$ cat config.mk
export PLATFORM = sky130hd
export DESIGN_NAME = pil_top
export DESIGN_NICKNAME = d
export VERILOG_FILES = /design/src/pil_pkg.sv /design/src/pil_ctl_if.sv /design/src/pil_blink.sv /design/src/pil_post.sv /design/src/pil_top.sv
export SDC_FILE = /design/constraint.sdc
export NUM_CORES = 1
export LEC_CHECK = 0
export BUFFER_PORTS_ARGS = -buffer_cell sky130_fd_sc_hd__buf_2
export CAP_MARGIN = 40
export CORE_MARGIN = 2
export CORE_UTILIZATION = 30
export CTS_CLUSTER_SIZE = 12
export DETAILED_ROUTE_END_ITERATION = 7
export SETUP_SLACK_MARGIN = 0.2
export SYNTH_ARGS = -nofsm -noshare
export SYNTH_HDL_FRONTEND = slang
export SYNTH_SLANG_ARGS = --single-unit
$ cat constraint.sdc
create_clock -name clk_i -period 1.76 [get_ports clk_i]
set_input_delay 0.352 -clock clk_i [delete_from_list [all_inputs] [get_ports clk_i]]
set_output_delay 0.352 -clock clk_i [all_outputs]
set_load 0.1 [all_outputs]
$ cat src/pil_pkg.sv
// shared constants for the port indicator control block
package pil_pkg;
	localparam int PIL_CLK_HZ = 50_000_000;
	localparam int PIL_UNIT_MS = 10;
	localparam int PIL_UNIT_CYC = PIL_CLK_HZ / 1000 * PIL_UNIT_MS;
	localparam int PIL_PORTS = 9;
	localparam logic [3:0] PIL_POST_LAST = 4'h8;
	// register indices; byte address is four times the index
	localparam int PIL_IDX_CFG = 'h0f;
	localparam int PIL_IDX_SETA = 'h10;
	localparam int PIL_IDX_SETB = 'h12;
	localparam int PIL_IDX_FSEL = 'h14;
	localparam int PIL_IDX_EN = 'h16;
	localparam logic [7:0] PIL_ADDR_CFG = 8'(PIL_IDX_CFG * 4);
	localparam logic [7:0] PIL_ADDR_SETA = 8'(PIL_IDX_SETA * 4);
	localparam logic [7:0] PIL_ADDR_SETB = 8'(PIL_IDX_SETB * 4);
	localparam logic [7:0] PIL_ADDR_FSEL = 8'(PIL_IDX_FSEL * 4);
	localparam logic [7:0] PIL_ADDR_EN = 8'(PIL_IDX_EN * 4);
	// configuration fields
	localparam int PIL_CFG_GLOB = 7;
	localparam int PIL_CFG_RESTART = 6;
	localparam int PIL_CFG_SCAN = 5;
	// reset values
	localparam logic PIL_RST_GLOB = 1'h1;
	localparam logic [2:0] PIL_RST_PER = 3'h3;
	localparam logic [2:0] PIL_PER_MIN = 3'h1;
	localparam logic [15:0] PIL_RST_SET = 16'h2024;
	localparam logic [8:0] PIL_RST_FSEL = 9'h1ff;
	localparam logic [8:0] PIL_RST_EN = 9'h01f;
	localparam logic [8:0] PIL_PORT_USED = 9'h13f;
	localparam logic [15:0] PIL_SET_LINK_ONLY = 16'h4000;
	// link speed codes
	localparam logic [1:0] PIL_SPD_10 = 2'h0;
	localparam logic [1:0] PIL_SPD_1G = 2'h2;
endpackage

$ cat src/pil_ctl_if.sv
// control and timing signals shared between the block's modules
`timescale 1ns/1ps
interface pil_ctl_if;
	logic [2:0] period_sel;
	logic blink;
	logic slow_blink;
	logic restart;
	logic scan_en;
	logic busy;
	logic [3:0] scan_idx;
	modport ctl (output period_sel, restart, scan_en,
		input blink, slow_blink, busy, scan_idx);
	modport blk (input period_sel, output blink, slow_blink);
	modport post (input restart, blink, output busy, scan_idx);
endinterface

$ cat src/pil_blink.sv
// blink phase generator with selectable refresh period
`timescale 1ns/1ps
module pil_blink
	import pil_pkg::*;
#(
	parameter int UNIT_CYC = PIL_UNIT_CYC
) (
	// clock and reset
	input wire logic clk_i,
	input wire logic resetn_i,
	// timing to the rest of the block
	pil_ctl_if.blk b
);
	logic [19:0] unit_cnt_q;
	logic [2:0] units_q;
	logic [1:0] quad_q;
	logic blink_q;
	logic slow_q;
	wire unit_tick = (unit_cnt_q == 20'(UNIT_CYC - 1));
	// reserved code 000 behaves as 001
	wire [2:0] n_eff = (b.period_sel == 3'h0) ? PIL_PER_MIN : b.period_sel;
	wire period_end = unit_tick && (units_q == n_eff); // RULE_03
	always_ff @(posedge clk_i) begin
		if (!resetn_i) begin
			unit_cnt_q <= 20'h0;
			units_q <= 3'h0;
			quad_q <= 2'h0;
			blink_q <= 1'h0;
			slow_q <= 1'h0;
		end else begin
			unit_cnt_q <= unit_tick ? 20'h0 : unit_cnt_q + 20'h1;
			if (unit_tick)
				units_q <= period_end ? 3'h0 : units_q + 3'h1; // RULE_03
			if (period_end) begin
				blink_q <= ~blink_q;
				quad_q <= quad_q + 2'h1;
				if (quad_q == 2'h3)
					slow_q <= ~slow_q; // RULE_06
			end
		end
	end
	assign b.blink = blink_q;
	assign b.slow_blink = slow_q;
endmodule

$ cat src/pil_post.sv
// power-on self-test sequencer with port scan index
`timescale 1ns/1ps
module pil_post
	import pil_pkg::*;
(
	// clock and reset
	input wire logic clk_i,
	input wire logic resetn_i,
	// control and timing
	pil_ctl_if.post p
);
	logic busy_q;
	logic [3:0] idx_q;
	logic blink_prev_q;
	wire step = busy_q && (p.blink != blink_prev_q);
	always_ff @(posedge clk_i) begin
		if (!resetn_i) begin
			busy_q <= 1'h1;
			idx_q <= 4'h0;
			blink_prev_q <= 1'h0;
		end else begin
			blink_prev_q <= p.blink;
			if (p.restart) begin
				busy_q <= 1'h1; // RULE_01
				idx_q <= 4'h0;
			end else if (step) begin
				busy_q <= (idx_q != PIL_POST_LAST);
				idx_q <= (idx_q == PIL_POST_LAST) ? 4'h0 : idx_q + 4'h1; // RULE_02
			end
		end
	end
	assign p.busy = busy_q;
	assign p.scan_idx = idx_q;
endmodule

$ cat src/pil_top.sv
// port indicator configuration registers and indicator drive
// What this block does
// (RULE_01) writing one to the restart bit reruns the self test; bit reads zero
// (RULE_02) with scan enabled the self test walks across the ports, else lights all
// (RULE_03) blink period is (N+1) times ten ms; code 000 acts as 001
// (RULE_04) the period selector resets to 011, forty ms
// (RULE_05) each function-set bit except bits 7:6 enables one indicator source
// (RULE_06) link/activity (bit 12) blinks at quarter rate at 10M in automatic mode
// (RULE_07) per-port select bit picks set b when one, set a when zero
// (RULE_08) map bits 4:0 are ports 4:0; ports 5 and 8 go serially
// (RULE_09) per-port enable map gates each indicator; resets to 1f
// (RULE_10) software writes reserved bits as zero and ignores them on read
// (RULE_11) global enable resets to one; when clear every indicator is dark
`timescale 1ns/1ps
module pil_top
	import pil_pkg::*;
#(
	parameter int UNIT_CYC = PIL_UNIT_CYC
) (
	// clock and reset
	input wire logic clk_i,
	input wire logic resetn_i,
	// apb slave
	input wire logic psel_i,
	input wire logic penable_i,
	input wire logic pwrite_i,
	input wire logic [7:0] paddr_i,
	input wire logic [31:0] pwdata_i,
	output logic pready_o,
	output logic [31:0] prdata_o,
	output logic pslverr_o,
	// per-port link status from the switch core
	input wire logic [8:0] link_up_source_i,
	input wire logic [8:0] activity_source_i,
	input wire logic [8:0] duplex_source_i,
	input wire logic [8:0] collision_i,
	input wire logic [8:0] tsync_link_i,
	input wire logic [17:0] speed_i,
	input wire logic auto_mode_i,
	// indicator outputs
	output logic [4:0] par_led_o,
	output logic ser_data_o,
	output logic ser_port8_o
);
	// register state
	logic indicator_global_enable_q;
	logic self_test_restart_q;
	logic self_test_port_scan_enable_q;
	logic [2:0] blink_period_select_q;
	logic [15:0] indicator_function_set_a_q;
	logic [15:0] indicator_function_set_b_q;
	logic [8:0] port_function_select_q;
	logic [8:0] port_indicator_enable_q;
	// bus answer state
	logic pready_q;
	logic pslverr_q;
	logic [31:0] prdata_q;
	// indicator output state
	logic [4:0] par_q;
	logic ser_data_q;
	logic ser_sel_q;
	logic [8:0] lamp_d;

	pil_ctl_if ctl ();

	pil_blink #(
		.UNIT_CYC(UNIT_CYC)
	) u_blink (
		.clk_i(clk_i),
		.resetn_i(resetn_i),
		.b(ctl.blk)
	);

	pil_post u_post (
		.clk_i(clk_i),
		.resetn_i(resetn_i),
		.p(ctl.post)
	);

	assign ctl.period_sel = blink_period_select_q;
	assign ctl.restart = self_test_restart_q;
	assign ctl.scan_en = self_test_port_scan_enable_q;

	// source vector of one port, bit 15 down to bit 0
	function automatic logic [15:0] pil_sources(
		input logic link_up_source,
		input logic act,
		input logic duplex_source,
		input logic col,
		input logic ts,
		input logic [1:0] spd,
		input logic blk,
		input logic slow,
		input logic auto
	);
		logic s10;
		logic s100;
		logic s1g;
		logic ab;
		logic as;
		s10 = (spd == PIL_SPD_10);
		s1g = (spd == PIL_SPD_1G);
		s100 = spd[0];
		ab = act & blk;
		as = act & ((auto & s10) ? slow : blk); // RULE_06
		return {ts, link_up_source, link_up_source & ~ab, link_up_source & ~as, ab, // RULE_05
			s1g & link_up_source & ~ab, s100 & link_up_source & ~ab, s10 & link_up_source & ~ab,
			2'h0, duplex_source, duplex_source ^ (col & blk),
			s1g & link_up_source, s100 & link_up_source, s10 & link_up_source, col};
	endfunction

	// per-port indicator selection
	for (genvar i = 0; i < PIL_PORTS; i++) begin : g_port
		wire [15:0] src = pil_sources(link_up_source_i[i],
			activity_source_i[i], duplex_source_i[i], collision_i[i],
			tsync_link_i[i], speed_i[2*i+1:2*i], ctl.blink,
			ctl.slow_blink, auto_mode_i);
		wire [15:0] set = port_function_select_q[i] ? // RULE_07
			indicator_function_set_b_q : indicator_function_set_a_q;
		wire fn_on = |(src & set); // RULE_05
		wire post_on = !ctl.scan_en || // RULE_02
			(ctl.scan_idx == 4'(i));
		wire lit = ctl.busy ? post_on : fn_on;
		assign lamp_d[i] = indicator_global_enable_q && // RULE_11
			port_indicator_enable_q[i] && PIL_PORT_USED[i] && lit; // RULE_09
	end

	// bus decode
	wire acc = psel_i && penable_i;
	wire first_acc = acc && !pready_q;
	wire wr_take = acc && pready_q && pwrite_i;
	wire hit_cfg = (paddr_i == PIL_ADDR_CFG);
	wire hit_seta = (paddr_i == PIL_ADDR_SETA);
	wire hit_setb = (paddr_i == PIL_ADDR_SETB);
	wire hit_fsel = (paddr_i == PIL_ADDR_FSEL);
	wire hit_en = (paddr_i == PIL_ADDR_EN);
	wire hit_any = hit_cfg || hit_seta || hit_setb || hit_fsel || hit_en;
	// write strobes, one per register
	wire we_cfg = wr_take && hit_cfg;
	wire we_seta = wr_take && hit_seta;
	wire we_setb = wr_take && hit_setb;
	wire we_fsel = wr_take && hit_fsel;
	wire we_en = wr_take && hit_en;
	wire [7:0] cfg_rd = {indicator_global_enable_q, self_test_restart_q,
		self_test_port_scan_enable_q, 2'h0, blink_period_select_q}; // RULE_10
	wire [31:0] rd_word =
		hit_cfg ? {24'h0, cfg_rd} :
		hit_seta ? {16'h0, indicator_function_set_a_q} :
		hit_setb ? {16'h0, indicator_function_set_b_q} :
		hit_fsel ? {23'h0, port_function_select_q} :
		hit_en ? {23'h0, port_indicator_enable_q} : 32'h0;

	// bus answer: one wait state, data and error registered
	always_ff @(posedge clk_i) begin
		if (!resetn_i) begin
			pready_q <= 1'h0;
			pslverr_q <= 1'h0;
			prdata_q <= 32'h0;
		end else begin
			pready_q <= first_acc;
			pslverr_q <= first_acc && !hit_any;
			prdata_q <= (first_acc && !pwrite_i) ? rd_word : 32'h0;
		end
	end

	// configuration register
	always_ff @(posedge clk_i) begin
		if (!resetn_i) begin
			indicator_global_enable_q <= PIL_RST_GLOB; // RULE_11
			self_test_restart_q <= 1'h0;
			self_test_port_scan_enable_q <= 1'h0;
			blink_period_select_q <= PIL_RST_PER; // RULE_04
		end else begin
			self_test_restart_q <= we_cfg && pwdata_i[PIL_CFG_RESTART]; // RULE_01
			if (we_cfg) begin
				indicator_global_enable_q <= pwdata_i[PIL_CFG_GLOB];
				self_test_port_scan_enable_q <= pwdata_i[PIL_CFG_SCAN];
				blink_period_select_q <= pwdata_i[2:0]; // RULE_03
			end
		end
	end

	// function set a
	always_ff @(posedge clk_i) begin
		if (!resetn_i) begin
			indicator_function_set_a_q <= PIL_RST_SET;
		end else if (we_seta) begin
			indicator_function_set_a_q <= pwdata_i[15:0]; // RULE_05
		end
	end

	// function set b
	always_ff @(posedge clk_i) begin
		if (!resetn_i) begin
			indicator_function_set_b_q <= PIL_RST_SET;
		end else if (we_setb) begin
			indicator_function_set_b_q <= pwdata_i[15:0]; // RULE_05
		end
	end

	// per-port function select
	always_ff @(posedge clk_i) begin
		if (!resetn_i) begin
			port_function_select_q <= PIL_RST_FSEL; // RULE_07
		end else if (we_fsel) begin
			port_function_select_q <= pwdata_i[8:0]; // RULE_07
		end
	end

	// per-port enable map
	always_ff @(posedge clk_i) begin
		if (!resetn_i) begin
			port_indicator_enable_q <= PIL_RST_EN; // RULE_09
		end else if (we_en) begin
			port_indicator_enable_q <= pwdata_i[8:0]; // RULE_09
		end
	end

	// parallel lamps for ports 4:0
	always_ff @(posedge clk_i) begin
		if (!resetn_i) begin
			par_q <= 5'h0;
		end else begin
			par_q <= lamp_d[4:0]; // RULE_08
		end
	end

	// serial pair: slot flag toggles, port 8 rides in the flagged slot
	always_ff @(posedge clk_i) begin
		if (!resetn_i) begin
			ser_data_q <= 1'h0;
			ser_sel_q <= 1'h0;
		end else begin
			ser_sel_q <= ~ser_sel_q;
			ser_data_q <= ser_sel_q ? lamp_d[5] : lamp_d[8]; // RULE_08
		end
	end

	assign pready_o = pready_q;
	assign pslverr_o = pslverr_q;
	assign prdata_o = prdata_q;
	assign par_led_o = par_q;
	assign ser_data_o = ser_data_q;
	assign ser_port8_o = ser_sel_q;
endmodule

Yosys cells after proc, flatten, opt, wreduce, memory -nomap -nowiden --
Index checks and enable logic that the tools add are counted.
Operators by class: bitwise operators 117, equal/unequal tests 23, reductions and logical operators 65, multiplexer cells 30, $add $sub $neg 4
Operators by type and width (number):
- $mux W16 | 9
- $and A16 B16 Y16 | 7
- $reduce_or A16 Y1 | 7
- $and A1 B1 Y1 | 84
- $eq A8 B7 Y1 const B | 4
- $logic_and A1 B1 Y1 | 28
- $add A20 B1 Y20 const B | 1
- $eq A20 B19 Y1 const B | 1
- $not A1 Y1 | 19
- $mux W9 | 2
- $eq A2 B2 Y1 const B | 8
- $mux W1 | 15
- $logic_not A2 Y1 | 7
- $logic_or A1 B1 Y1 | 11
- $eq A4 B2 Y1 const B | 2
- $eq A4 B3 Y1 const B | 2
- $eq A8 B6 Y1 const B | 1
- $mux W8 | 1
- $xor A1 B1 Y1 | 7
- $mux W3 | 2
- $reduce_or A6 Y1 | 1
- $add A4 B1 Y4 const B | 1
- $eq A4 B1 Y1 const B | 1
- $eq A4 B4 Y1 const B | 1
- other kinds (12) | 17
Word-level totals: logic and storage cells 263, register bits after elaboration 130, output and inout port bits 41, input port bits 109

Logic depth before layout (Yosys ltp) --
depth in word-level cells 11, gate-level depth with buffers 8, mapped depth without buffers 7

Modules after synthesis --
Synthesis repeated with hierarchy kept, for this count alone.
Unflattened totals: cell total of the unflattened synthesis 816, area total of the unflattened synthesis 6976.7 um^2
Modules (own cells, without submodules):
- pil_top | times used 1, area an instance 5362.6 um^2, cells each 639
- pil_blink | times used 1, area an instance 1300.0 um^2, cells each 140
- pil_post | times used 1, area an instance 314.1 um^2, cells each 37

Worst setup path before layout --
OpenSTA, ideal clock, no wires.
path kind register to register, start register pready_q, in the netlist pready_o, end register indicator_function_set_a_q[13], slack -0.623 ns, library setup time 0.129 ns, stages on the path, launching flop included 6, arrival 2.254 ns, path buffers 1, cell sequence dfxtp_1 -> nand4_1 -> nor4_4 -> buf_6 -> mux2i_1 -> nand2_1
On the way: word-level cells in the longest chain between the ends 3
Ends and longest elaborated chain:
- start, declared | RTL line pil_top.sv:55 | logic pready_q;
- start signal, assigned | RTL line pil_top.sv:160 | pready_q <= first_acc;
- $logic_and A1 B1 Y1 (2 in a row) | RTL line pil_top.sv:131 | wire wr_take = acc && pready_q && pwrite_i;
- $logic_and A1 B1 Y1 | RTL line pil_top.sv:140 | wire we_seta = wr_take && hit_seta;
- end signal, assigned | RTL line pil_top.sv:188 | indicator_function_set_a_q <= pwdata_i[15:0];
- end, declared | RTL line pil_top.sv:50 | logic [15:0] indicator_function_set_a_q;
Every way passes these cells. A chain may end at the register's enable or synchronous reset.

Worst setup path in the final report --
start register port_function_select_q[8], end register ser_data_q, in the netlist ser_data_o
On the way: word-level cells in the longest chain between the ends 6
Ends and longest elaborated chain:
- start, declared | RTL line pil_top.sv:52 | logic [8:0] port_function_select_q;
- start signal, assigned | RTL line pil_top.sv:206 | port_function_select_q <= pwdata_i[8:0];
- $mux W16 | RTL line pil_top.sv:118 | wire [15:0] set = port_function_select_q[i] ?
- $and A16 B16 Y16 | RTL line pil_top.sv:120 | wire fn_on = |(src & set);
- $reduce_or A16 Y1 | RTL line pil_top.sv:120
- $mux W1 | RTL line pil_top.sv:123 | wire lit = ctl.busy ? post_on : fn_on;
- $logic_and A1 B1 Y1 | RTL line pil_top.sv:125 | port_indicator_enable_q[i] && PIL_PORT_USED[i] && lit;
- $mux W1 | RTL line pil_top.sv:235 | ser_data_q <= ser_sel_q ? lamp_d[5] : lamp_d[8];
- end signal, assigned | RTL line pil_top.sv:235
- end, declared | RTL line pil_top.sv:60 | logic ser_data_q;
Every way passes these cells.

==> metrics.txt <==
final worst slack ~0.022 ns; sequential fraction of design power 38.7%; net load switching power approximately 0.0018 W; Worst Skew about 0.0077 ns; io pins 150; DR iter-0 viols 661; Post-Synth XOR/XNOR Area 3.83%; largest family of logic cells by synthesized area simple AND/OR/NAND/NOR gates; Endpoint, Worst Hold indicator_function_set_b_q[9]; antenna violations before repair 0; buffer depth of the longest clock path 2; most common cell after layout, fill and taps aside buf_4; most frequent cells in the layout 107 x buf_4, 98 x buf_2, 73 x dfxtp_1, 71 x nand2_1, 68 x mux2i_1; startpoint types flip-flop; # diodes 0; first-pass GRT wire length 36.2 mm; RSZ-0062 raised after global routing yes; synthesized instance count approximately 800; placer congestion estimate between 0.9 and 1; Final #Nets 1091; Die Y 155 µm; clk slew on worst S/H paths roughly 0.060 ns; area delta synth->final 37.6%; drt drc 0; CTS Hold Bufs 0; area of the mapped netlist a little under 7000 µm²; sw frac a little over a quarter; Cell Chain, Critical Path buf_4 > mux2_2 > a221oi_1 > nand3_1 > a21oi_2 > o22ai_1; combinational power share just under 10%; final setup fails 0; total gr overflow 0; Critical Path End Type flip-flop; row count between 50 and 60; Adder-Cell Fraction of Synth Area approximately 1.3%; fin area roughly 9400 µm²; fin crit share between 90% and 100%; DR pass1 iterations 5; main area contributors after synthesis dfxtp_1 33%, mux2i_1 10%, mux2_2 5.4%; final hold viol count 0; Req. time, crit path between 2 and 2.5 ns; largest net degree at the start of global routing 40; Yosys cell types 67; Worst VDD drop between 300 and 400 µV; Lkg Pwr about 4 nW; Synth async-reset ratio 0%; reg2reg start port_function_select_q[8]; post-DR vias/cell ~5.3; ANT nets after route 0; yosys warns 0; via count 6795; CTS tree yes; Initial Util 30.5%; Compound-Gate Fraction of Synth Area between 10% and 20%; hold path depth 3; status completed; CP Class reg2reg; worst skew pair latency about 0.42 ns; Synth top area share roughly a third; Primary FF master, synth dfxtp_1; #FFs+latches synth around 110; worst r2r dst ser_data_o; crit-path max cell delay 0.41 ns; source of the worst hold timing path pwdata_i[9]; Post-DP Area about 8000 µm²; core area around 23000 µm²; max cap viols 0; R2R cell count 6; share of cells above drive strength 1 about two fifths; # port buffers 103; setup slack, reg-to-reg between 0.02 and 0.025 ns; Avg WL per Cell 19.0 µm; Int Power 0.00489 W; CTS Sinks ~110; pre-CTS setup slack -0.227 ns; post-synthesis sequential area ratio between 30% and 40%; post-synthesis mux area share between 10% and 20%; area leader, netlist dfxtp_1; CP max FO 4; part of the power in the clock network between 50% and 60%; Post-synth EDFFs 0; H-Tree Depth 4; post-synthesis average cell area approximately 8.6 µm²; Hold Crit Class in2reg; Routed WL between 20 and 25 mm; GRT Total Usage around a fifth; Slew Limit Fails 0; Peak Freq between 500 and 600 MHz; minimum clock period 1.74 ns; Max stage delay cell, worst path dfxtp_1; Register Area 2360 µm²; area of the die 24100 µm²; Root Driver clkbuf_16; Post-DP HPWL about 17 mm; CP Launch Point port_function_select_q[8]; cts bufs inserted 17; die span in x between 150 and 200 µm; multi-input logic area roughly 4500 µm²; vias in the first global route roughly 6400; critical path arrival roughly 2.0 ns; Power per Cell Area approximately 710 nW/µm²; filler instances around 2200; setup_tns 0 ns; Post-Synth Simple-Gate Area between 20% and 30%
[final cells by class]
type / count / area share [%]
inverters: 13 / 0.518
clock inverters: 12 / 1.42
flip-flops and latches: 114 / 25.1
multi-input cells: 601 / 47.5
well taps: 285 / 3.78
repair buffers: 228 / 17.0
clock buffers: 19 / 4.70
[registers in the layout, summed over array words and instances (netlist names), 2 cells and up]
signal and count:
indicator_function_set_a_q 16, port_indicator_enable_q 9, u_blink.quad_q 2, u_blink.unit_cnt_q 20, prdata_o 16, indicator_function_set_b_q 16, par_led_o 5, blink_period_select_q 3
u_post.p.scan_idx 4, u_blink.units_q 3, port_function_select_q 9
[cell families after synthesis]
group,Yosys count
simple gates,276
compound gates,156
mux,116
flops,114
buf+inv,95
xor+xnor,30
fa+ha+maj,7
other cells,1
[power groups by stage]
| stage | Clock [W] | Combinational (W) | Sequential [W] |
|---|---|---|---|
| after floorplan | 0 | 0.000340 | 0.00273 |
| after global placement | 0 | 0.000630 | 0.00266 |
| after detailed placement | 0 | 0.000631 | 0.00266 |
| after global routing | 0.00361 | 0.000688 | 0.00259 |
| final | 0.00344 | 0.000659 | 0.00259 |
| after CTS | 0.00349 | 0.000643 | 0.00260 |
[critical path, delay by kind of cell, from the launching register on]
family	cells	cell delay, ns
mux	1	0.36
flops	1	0.41
simple gates	1	0.12
buf+inv	1	0.16
compound gates	3	0.57
[per-layer routing]
metal  GRT usage [%]  vias up  share of wire, %  wire length (µm)
met5               0        -                 0                 0
met4            7.72        0               3.4               812
met3            4.46       66               9.2              2230
met2            30.2      352                44             10600
met1            26.5     3185                44             10500
li1                -     3192                 -                 -
[synth_stat cells (4+ instances only)]
master / n
mux2i_1: 71
nor2b_1: 32
nor4_1: 7
a22oi_1: 10
xnor2_1: 10
a31oi_1: 7
clkbuf_1: 42
a211oi_1: 13
buf_6: 4
mux2_1: 8
nor2_1: 55
nor3_1: 12
o21ai_0: 14
xor2_1: 20
a21oi_1: 38
inv_1: 13
buf_4: 19
o21ai_1: 9
ha_1: 7
dfxtp_1: 114
nand4_1: 9
a21boi_0: 7
and3_1: 9
mux2_2: 33
nand3_1: 35
a222oi_1: 9
a21boi_1: 7
nand2_1: 76
a32oi_1: 5
nor3b_1: 7
and2_1: 8
a22o_1: 6
buf_2: 16
mux4_2: 4
nand2b_1: 8
[repair_timing]
action                                  CTS  global route
endpoints found under the setup margin   44            57
pin swaps                                14            32
setup buffers                             6             9
resized for setup                        65            71
cloned                                    0             1
[worst max-delay path by stage]
| stage | end | slack (ns) | depth (start not counted) |
|---|---|---|---|
| 4_1_cts | ser_data_o | 0.01 | 6 |
| 2_1_floorplan | indicator_function_set_a_q[13] | -0.16 | 5 |
| 3_5_place_dp | ser_data_o | -0.23 | 7 |
| 6_report | ser_data_o | 0.02 | 6 |
| 5_1_grt | ser_data_o | -0.05 | 6 |
| 3_3_place_gp | ser_data_o | -0.24 | 7 |
[through the flow]
step	hold WS [ns]	instances	util (%)	total power [W]
after floorplan	0.423	810	-	0.00307
after global placement	0.452	1225	36.6	0.00329
after detailed placement	0.450	1225	36.6	0.00329
after CTS	0.172	1262	40.4	0.00672
after global routing	0.188	1272	41.9	0.00689
final	0.185	1272	41.9	0.00669
Power figures use the tool's default switching activity.
